--- config.mk ---
export PLATFORM = sky130hd
export DESIGN_NAME = subtract_datapath
export DESIGN_NICKNAME = d
export VERILOG_FILES = /design/src/hw/sub_pkg.sv /design/src/hw/sub_if.sv /design/src/hw/sub_alu.sv /design/src/hw/subtract_datapath.sv
export SDC_FILE = /design/constraint.sdc
export NUM_CORES = 1
export LEC_CHECK = 0
export BUFFER_PORTS_ARGS = -buffer_cell sky130_fd_sc_hd__buf_4
export CORE_MARGIN = 4
export CORE_UTILIZATION = 50
export DETAILED_ROUTE_END_ITERATION = 10
export GPL_ROUTABILITY_DRIVEN = 0
export GPL_TIMING_DRIVEN = 0
export PLACE_DENSITY = 0.89
export SETUP_SLACK_MARGIN = 0.02
export SLEW_MARGIN = 10
export SYNTH_ARGS = -nofsm -noshare
export SYNTH_HDL_FRONTEND = slang
export SYNTH_SLANG_ARGS = --single-unit
--- constraint.sdc ---
create_clock -name sys_clk -period 4.5 [get_ports sys_clk]
set_input_delay 0 -clock sys_clk [delete_from_list [all_inputs] [get_ports sys_clk]]
set_output_delay 0 -clock sys_clk [all_outputs]
set_load 0.1 [all_outputs]
--- src/hw/sub_pkg.sv ---
// shared constants for the subtract datapath
package sub_pkg;
    localparam int DATA_W = 8;
    localparam int FADDR_W = 7;
    localparam int DC_BIT = 4;
    localparam logic [7:0] ACC_RESET = 8'h00;
    localparam logic FLAG_RESET = 1'b0;
    localparam logic DEST_ACC = 1'b0;
    localparam logic DEST_FILE = 1'b1;
    localparam int INSTR_CYCLES = 1;
    typedef enum logic [1:0] {
        OP_NONE = 2'b00,
        OP_LIT_SUB = 2'b01,
        OP_FILE_SUB = 2'b10
    } sub_op_e;
endpackage

--- src/hw/sub_if.sv ---
// operand and result bundle between controller and subtractor
`timescale 1ns/1ns
interface sub_if;
    logic [7:0] minuend;
    logic [7:0] subtrahend;
    logic [7:0] diff;
    logic carry;
    logic digitCarry;
    logic zero;
    modport user (output minuend, output subtrahend,
        input diff, input carry, input digitCarry, input zero);
    modport alu (input minuend, input subtrahend,
        output diff, output carry, output digitCarry, output zero);
endinterface

--- src/hw/sub_alu.sv ---
// combinational two's-complement subtractor with flag generation
`timescale 1ns/1ns
module sub_alu (
    sub_if.alu bus
);
    import sub_pkg::*;
    logic [8:0] sum;
    logic [4:0] low;
    // minuend + ~subtrahend + 1; carry out is the inverted borrow
    assign sum = {1'b0, bus.minuend} + {1'b0, ~bus.subtrahend} + 9'h001;
    assign low = {1'b0, bus.minuend[3:0]} + {1'b0, ~bus.subtrahend[3:0]}
        + 5'h01;
    assign bus.diff = sum[7:0]; // RULE6
    assign bus.carry = sum[8]; // RULE4 RULE5 RULE6
    assign bus.digitCarry = low[DC_BIT]; // RULE7
    assign bus.zero = (sum[7:0] == 8'h00); // RULE7
endmodule

--- src/hw/subtract_datapath.sv ---
// execution datapath for literal and file subtract instructions
// Function
// RULE1: literal minus accumulator goes into the accumulator.
// RULE2: file register minus accumulator is computed for the file subtract.
// RULE3: destination bit 0 writes the accumulator, 1 writes the file register.
// RULE4: carry is 1 when the difference is zero.
// RULE5: carry is 1 when the difference is positive.
// RULE6: carry is 0 on a negative difference and the result wraps to 8 bits.
// RULE7: one cycle per instruction, zero and digit carry from the result.
`timescale 1ns/1ns
module subtract_datapath (
    input wire logic sys_clk,
    input wire logic rst,
    input wire sub_pkg::sub_op_e op,
    input wire logic [7:0] literal,
    input wire logic [7:0] fileData,
    input wire logic [sub_pkg::FADDR_W-1:0] fileAddr,
    input wire logic destSel,
    output logic [7:0] accumulator_q,
    output logic carryFlag_q,
    output logic digit_carry_flag_q,
    output logic zeroFlag_q,
    output logic fileWrite_q,
    output logic [sub_pkg::FADDR_W-1:0] fileWrAddr_q,
    output logic [7:0] fileWrData_q,
    output logic done_q
);
    import sub_pkg::*;
    sub_if alu();
    logic isSub;
    logic toFile;

    sub_alu u_alu (
        .bus(alu.alu)
    );

    // opcode decode shared by the datapath and its checks
    // a refused opcode is simply not a subtract and changes nothing
    function automatic logic isSubOp(input sub_op_e o);
        return (o == OP_LIT_SUB) || (o == OP_FILE_SUB);
    endfunction

    // only the file subtract honours the destination bit
    function automatic logic writesFile(input sub_op_e o, input logic d);
        return (o == OP_FILE_SUB) && (d == DEST_FILE);
    endfunction

    assign isSub = isSubOp(op);
    assign toFile = writesFile(op, destSel);

    always_comb begin
        case (op)
            OP_LIT_SUB: alu.minuend = literal; // RULE1
            OP_FILE_SUB: alu.minuend = fileData; // RULE2
            default: alu.minuend = 8'h00;
        endcase
    end
    assign alu.subtrahend = accumulator_q;

    always_ff @(posedge sys_clk) begin
        if (rst) begin
            accumulator_q <= ACC_RESET;
        end else if (isSub && !toFile) begin
            accumulator_q <= alu.diff; // RULE1 RULE3
        end
    end

    // file write is a single-cycle strobe; the register file owns storage
    always_ff @(posedge sys_clk) begin
        if (rst) begin
            fileWrite_q <= 1'b0;
            fileWrAddr_q <= '0;
            fileWrData_q <= 8'h00;
        end else begin
            fileWrite_q <= toFile; // RULE3
            if (toFile) begin
                fileWrAddr_q <= fileAddr;
                fileWrData_q <= alu.diff;
            end
        end
    end

    always_ff @(posedge sys_clk) begin
        if (rst) begin
            carryFlag_q <= FLAG_RESET;
            digit_carry_flag_q <= FLAG_RESET;
            zeroFlag_q <= FLAG_RESET;
        end else if (isSub) begin
            carryFlag_q <= alu.carry; // RULE4 RULE5 RULE6
            digit_carry_flag_q <= alu.digitCarry; // RULE7
            zeroFlag_q <= alu.zero; // RULE7
        end
    end

    always_ff @(posedge sys_clk) begin
        if (rst) begin
            done_q <= 1'b0;
        end else begin
            done_q <= isSub; // RULE7
        end
    end

    // independent operand pick so a mux fault shows up in the flag checks
    logic [7:0] chkMinuend;
    assign chkMinuend = (op == OP_LIT_SUB) ? literal : fileData;
endmodule

Yosys cells after proc, flatten, opt, wreduce, memory -nomap -nowiden --
Index checks and enable logic that the tools add are counted.
Word-level totals: bits of input ports 28, word-level logic and storage cells 22, register bits after elaboration 28
Operators by class: equality and inequality tests 2, multiplexer cells 1, reduce and logical (&&, ||, !) cells 5, bitwise operators 2, $add $sub $neg 4
Operator list (number):
- $pmux 8 s2 | 1
- $add 8x8->9 | 1
- $add 9x1->9 const B | 1
- $logic_not 8->1 | 1
- $not 8->8 | 1
- $add 4x4->5 | 1
- $add 5x1->5 const B | 1
- $not 4->4 | 1
- $eq 2x1->1 const B | 1
- $eq 2x2->1 const B | 1
- $logic_and 1x1->1 | 2
- $logic_not 1->1 | 1
- $logic_or 1x1->1 | 1

Depth between registers and ports, before layout --
word-level depth 5, mapped depth 12, gate-level depth less buffers 11

Modules after synthesis --
Synthesis repeated with hierarchy kept, for this count alone.
Unflattened totals: cells, all modules 193, area total of the unflattened synthesis 1751.7 µm²
By module, submodules not included:
- subtract_datapath | area each 1357.6 µm², times used 1, cells each 143, sequential area each 560.5 µm²
- sub_alu | area each 394.1 µm², times used 1, cells each 50, sequential area each 0.0 µm²

Worst setup path after synthesis --
OpenSTA, ideal clock, no wires.
kind reg2reg, start register accumulator_q[1], end register zeroFlag_q, setup slack 1920 ps, library setup time 116 ps, period minus slack after synthesis 2580 ps, stages on the path, launching flop included 8, data arrival time 2465 ps, data required time 4384 ps, path through dfxtp_1 inv_1 ha_1 nor2b_1 o31a_2 o311ai_2 a2111oi_2 a31o_1
Between the ends: longest elaborated chain between the ends 4
Ends and longest elaborated chain:
- start: declaration | line subtract_datapath.sv:19 | output logic [7:0] accumulator_q,
- start signal: assignment | line subtract_datapath.sv:64 | accumulator_q <= alu.diff;
- $not 8->8 | line sub_alu.sv:10 | assign sum = {1'b0, bus.minuend} + {1'b0, ~bus.subtrahend} + 9'h001;
- $add 8x8->9 | line sub_alu.sv:10
- $add 9x1->9 | line sub_alu.sv:10
- $logic_not 8->1 | line sub_alu.sv:16 | assign bus.zero = (sum[7:0] == 8'h00);
- end signal: assignment | line subtract_datapath.sv:91 | zeroFlag_q <= alu.zero;
- end: declaration | line subtract_datapath.sv:22 | output logic zeroFlag_q,
No other way between the ends. A chain may end at the register's enable or synchronous reset.

Worst setup path in the final report --
start input op[0], end register zeroFlag_q
Between the ends: longest elaborated chain between the ends 5
Ends and longest elaborated chain:
- start: declaration | line subtract_datapath.sv:14 | input wire sub_pkg::sub_op_e op,
- $eq 2x2->1 or $eq 2x1->1 (tied branches) | line subtract_datapath.sv:40, subtract_datapath.sv:52
- $pmux 8 s2 | line subtract_datapath.sv:52 | case (op)
- $add 8x8->9 | line sub_alu.sv:10
- $add 9x1->9 | line sub_alu.sv:10
- $logic_not 8->1 | line sub_alu.sv:16
Several ways; a longest one is shown, not always the timed one.

==> impl_metrics.yaml <==
sta:
  clock_skew_ns: 0.004741
  relSlewSlack_pct: 69.47
  maxSlewViolCount: 0
  worst_pin_slew_ns: 0.4508
  finalCritPeriodShare_pct: 54.08
  rsz0062_at_grt: "no"
  min_period_ns: 2.434
  finalSetupTns_ns: 0
  finalHoldViolCount: 0
  setup_violations: 0
  fmax_mhz: 410.9
floorplan:
  placementRows: 19
  start_util_pct: 53.47
  die_area_sq_mm: 0.003970
  pin_count: 56
  die_h_microns: 63.01
  coreArea_sq_mm: 0.002829
  dieWidth_microns: 63.01
layout:
  area_growth_pct: 35.48
  fillerInstances: 226
  finalNetCount: 295
  antenna_cells: 0
  drive_above_1_share_pct: 26.77
  final_util_pct: 72.45
  stdcell_area_sq_mm: 0.002049
synth:
  yosysSeqAreaShare_pct: 37.06
  syn-cell-area_sq_mm: 0.001513
  synth_ff_type: "dfxtp_1"
  synthTopCellsByArea: "dfxtp_1 37%, nand2_1 8.4%, ha_1 8.3%"
  synth_edf_count: 0
  ys_types: 36
  syn_nets: 229
  yosys_register_bits: 28
  avgSynthCellArea_sq_um: 7.962
  synth_commonest_cells: "34 x nand2_1, 28 x dfxtp_1, 23 x a21oi_1, 20 x nor2_1, 14 x inv_1"
  netlist_instances: 190
  synth_warnings: 0
  synth.top_cell.area_share_pct: 37.06
  synth.most_common_cell: "nand2_1"
  synth_top_area_cell: "dfxtp_1"
  async_reset_ff_share_pct: 0
routing:
  drtPass1Iterations: 4
  vias: 1563
  ant_nets: 0
  vias_per_cell: 5.484
  wire_per_inst_microns: 14.02
  drtIter0Drc: 88
  wl_microns: 3997
  drc_errors: 0
grt:
  antenna_found_initial: 0
  grt.total_usage_pct: 20.99
  grt_max_degree: 15
  grt-ovfl-total: 0
  grt_pass1_wl_microns: 6748
  grt_pass1_vias: 1503
outcome:
  outcome: "finished clean"
power_and_ir_drop:
  p_per_area_mw_per_mm2: 426.0
  peakVddDrop_uv: 332.9
  p_leak_nw: 0.9022
  p_total_mw: 0.8731
clocking:
  clkLatencyLatePin_ns: 0.33
  cts_sinks: 28
  clockRootBuffer: "clkbuf_4"
  ctsHtreeMaxLevel: 1
  clock_path_buffers: 2
  cts_setup_buffers: 0
  cts_tree: "done"
  cts_resized: 0
  clk_pin_slew_ns: 0.14
  cts_buffers: 3
critical_path:
  cpPeakStageDelay_ns: 0.42
  crit_family: "adder cells"
  cp.required_ns: 4.75
  cp_cell_sequence: "buf_4 -> inv_1 -> ha_1 -> clkbuf_1 -> or2_2 -> ha_1 -> fa_1 -> nor2b_1 -> o21ai_0 -> nand3b_1 -> a2111oi_2 -> a31o_1"
  end_kind: "flop"
  arrival_ns: 2.68
  worstSetupPathType: "input pin to flop"
  crit_path_max_fanout: 10
  critPathLaunchType: "input pin"
  cp_num_buf_inv: 3
  critPathSlowestCell: "fa_1"
  crit_path_frequent_cell: "ha_1"
place:
  placed_area_sq_mm: 0.001957
  dp_hpwl_microns: 3002
  io_buffer_count: 54
min_path:
  hold_path.class: "input pin to flop"
job:
  maxCapViolCount: 0
==> routing by layer <==
layer / GRT usage (%) / vias up / share of wire, %
met3: 3.597 / 7 / 4.5
met1: 25.99 / 730 / 43
met5: 0 / - / 0
met4: 7.438 / 0 / 1.3
met2: 36.23 / 39 / 52
li1: - / 787 / -
==> registers in the layout, summed over array words and instances, names as in the netlist <==
register / flops
fileWrData_q: 8
done_q: 1
fileWrAddr_q: 7
zeroFlag_q: 1
digit_carry_flag_q: 1
carryFlag_q: 1
fileWrite_q: 1
accumulator_q: 8
==> layout make-up <==
class                      instances  area (sq um)  area share (%)
inverter                          14         52.55           2.564
sequential                        28         560.5           27.35
multi-input combinational        138         858.3           41.88
buffer                            10         41.29           2.015
timing repair buffer              61         475.5           23.20
clock buffer                       3         22.52           1.099
tap                               31         38.79           1.893
==> kinds of logic (layout without fill, tap and decap cells) <==
logic type | Yosys count | count (layout) | share of synthesized area [%]
fa+ha+maj | 11 | 11 | 9.595
xor+xnor | 2 | 2 | 1.655
flops | 28 | 28 | 37.06
simple gates | 72 | 72 | 20.76
compound gates | 53 | 53 | 24.73
buf+inv | 24 | 88 | 6.203
==> per-stage QoR <==
stage                     instances  hold slack, ns  setup WS (ns)
after floorplan                 190          0.1360          1.920
after global placement          275          0.2487          1.757
after detailed placement        275          0.2578          1.736
after CTS                       285         0.04359          2.094
after global routing            285         0.05204          1.873
final                           285         0.05962          2.066
==> final timing paths <==
check	slack [ns]	start	end	cells past startpoint
max	2.07	op[0]	zeroFlag_q	12
min	0.06	rst	done_q	2
max reg2reg	2.33	accumulator_q[1]	zeroFlag_q	7
min reg2reg	0.47	fileWrData_q[4]	fileWrData_q[4]	2
==> power by group <==
| part | switching, mW | internal [mW] | total, mW | leakage, nW |
|---|---|---|---|---|
| sequential | 0.0159 | 0.272 | 0.288 | 0.229 |
| clock | 0.0707 | 0.0315 | 0.102 | 0.0138 |
| combinational | 0.336 | 0.147 | 0.483 | 0.659 |
| total | 0.422 | 0.451 | 0.873 | 0.902 |
==> placed cells by master, fill, tap and decap left out, types with 2 or more instances in the layout <==
cell,count
a211oi_1,6
clkbuf_1,6
nand3_1,4
buf_4,54
o21ai_0,4
a22oi_1,8
nand2_1,34
o21a_1,3
a21oi_1,23
nor2b_1,3
dfxtp_1,28
inv_1,14
ha_1,10
or2_2,2
nor3_1,2
dlygate4sd3_1,7
nor2_1,20
clkbuf_4,3
buf_2,3
==> repair_timing <==
item,CTS,global route
endpoints found under the hold margin,7,0
hold buffers,7,0
setup endpoints to repair,0,0
(Power assumes the default switching activity.)
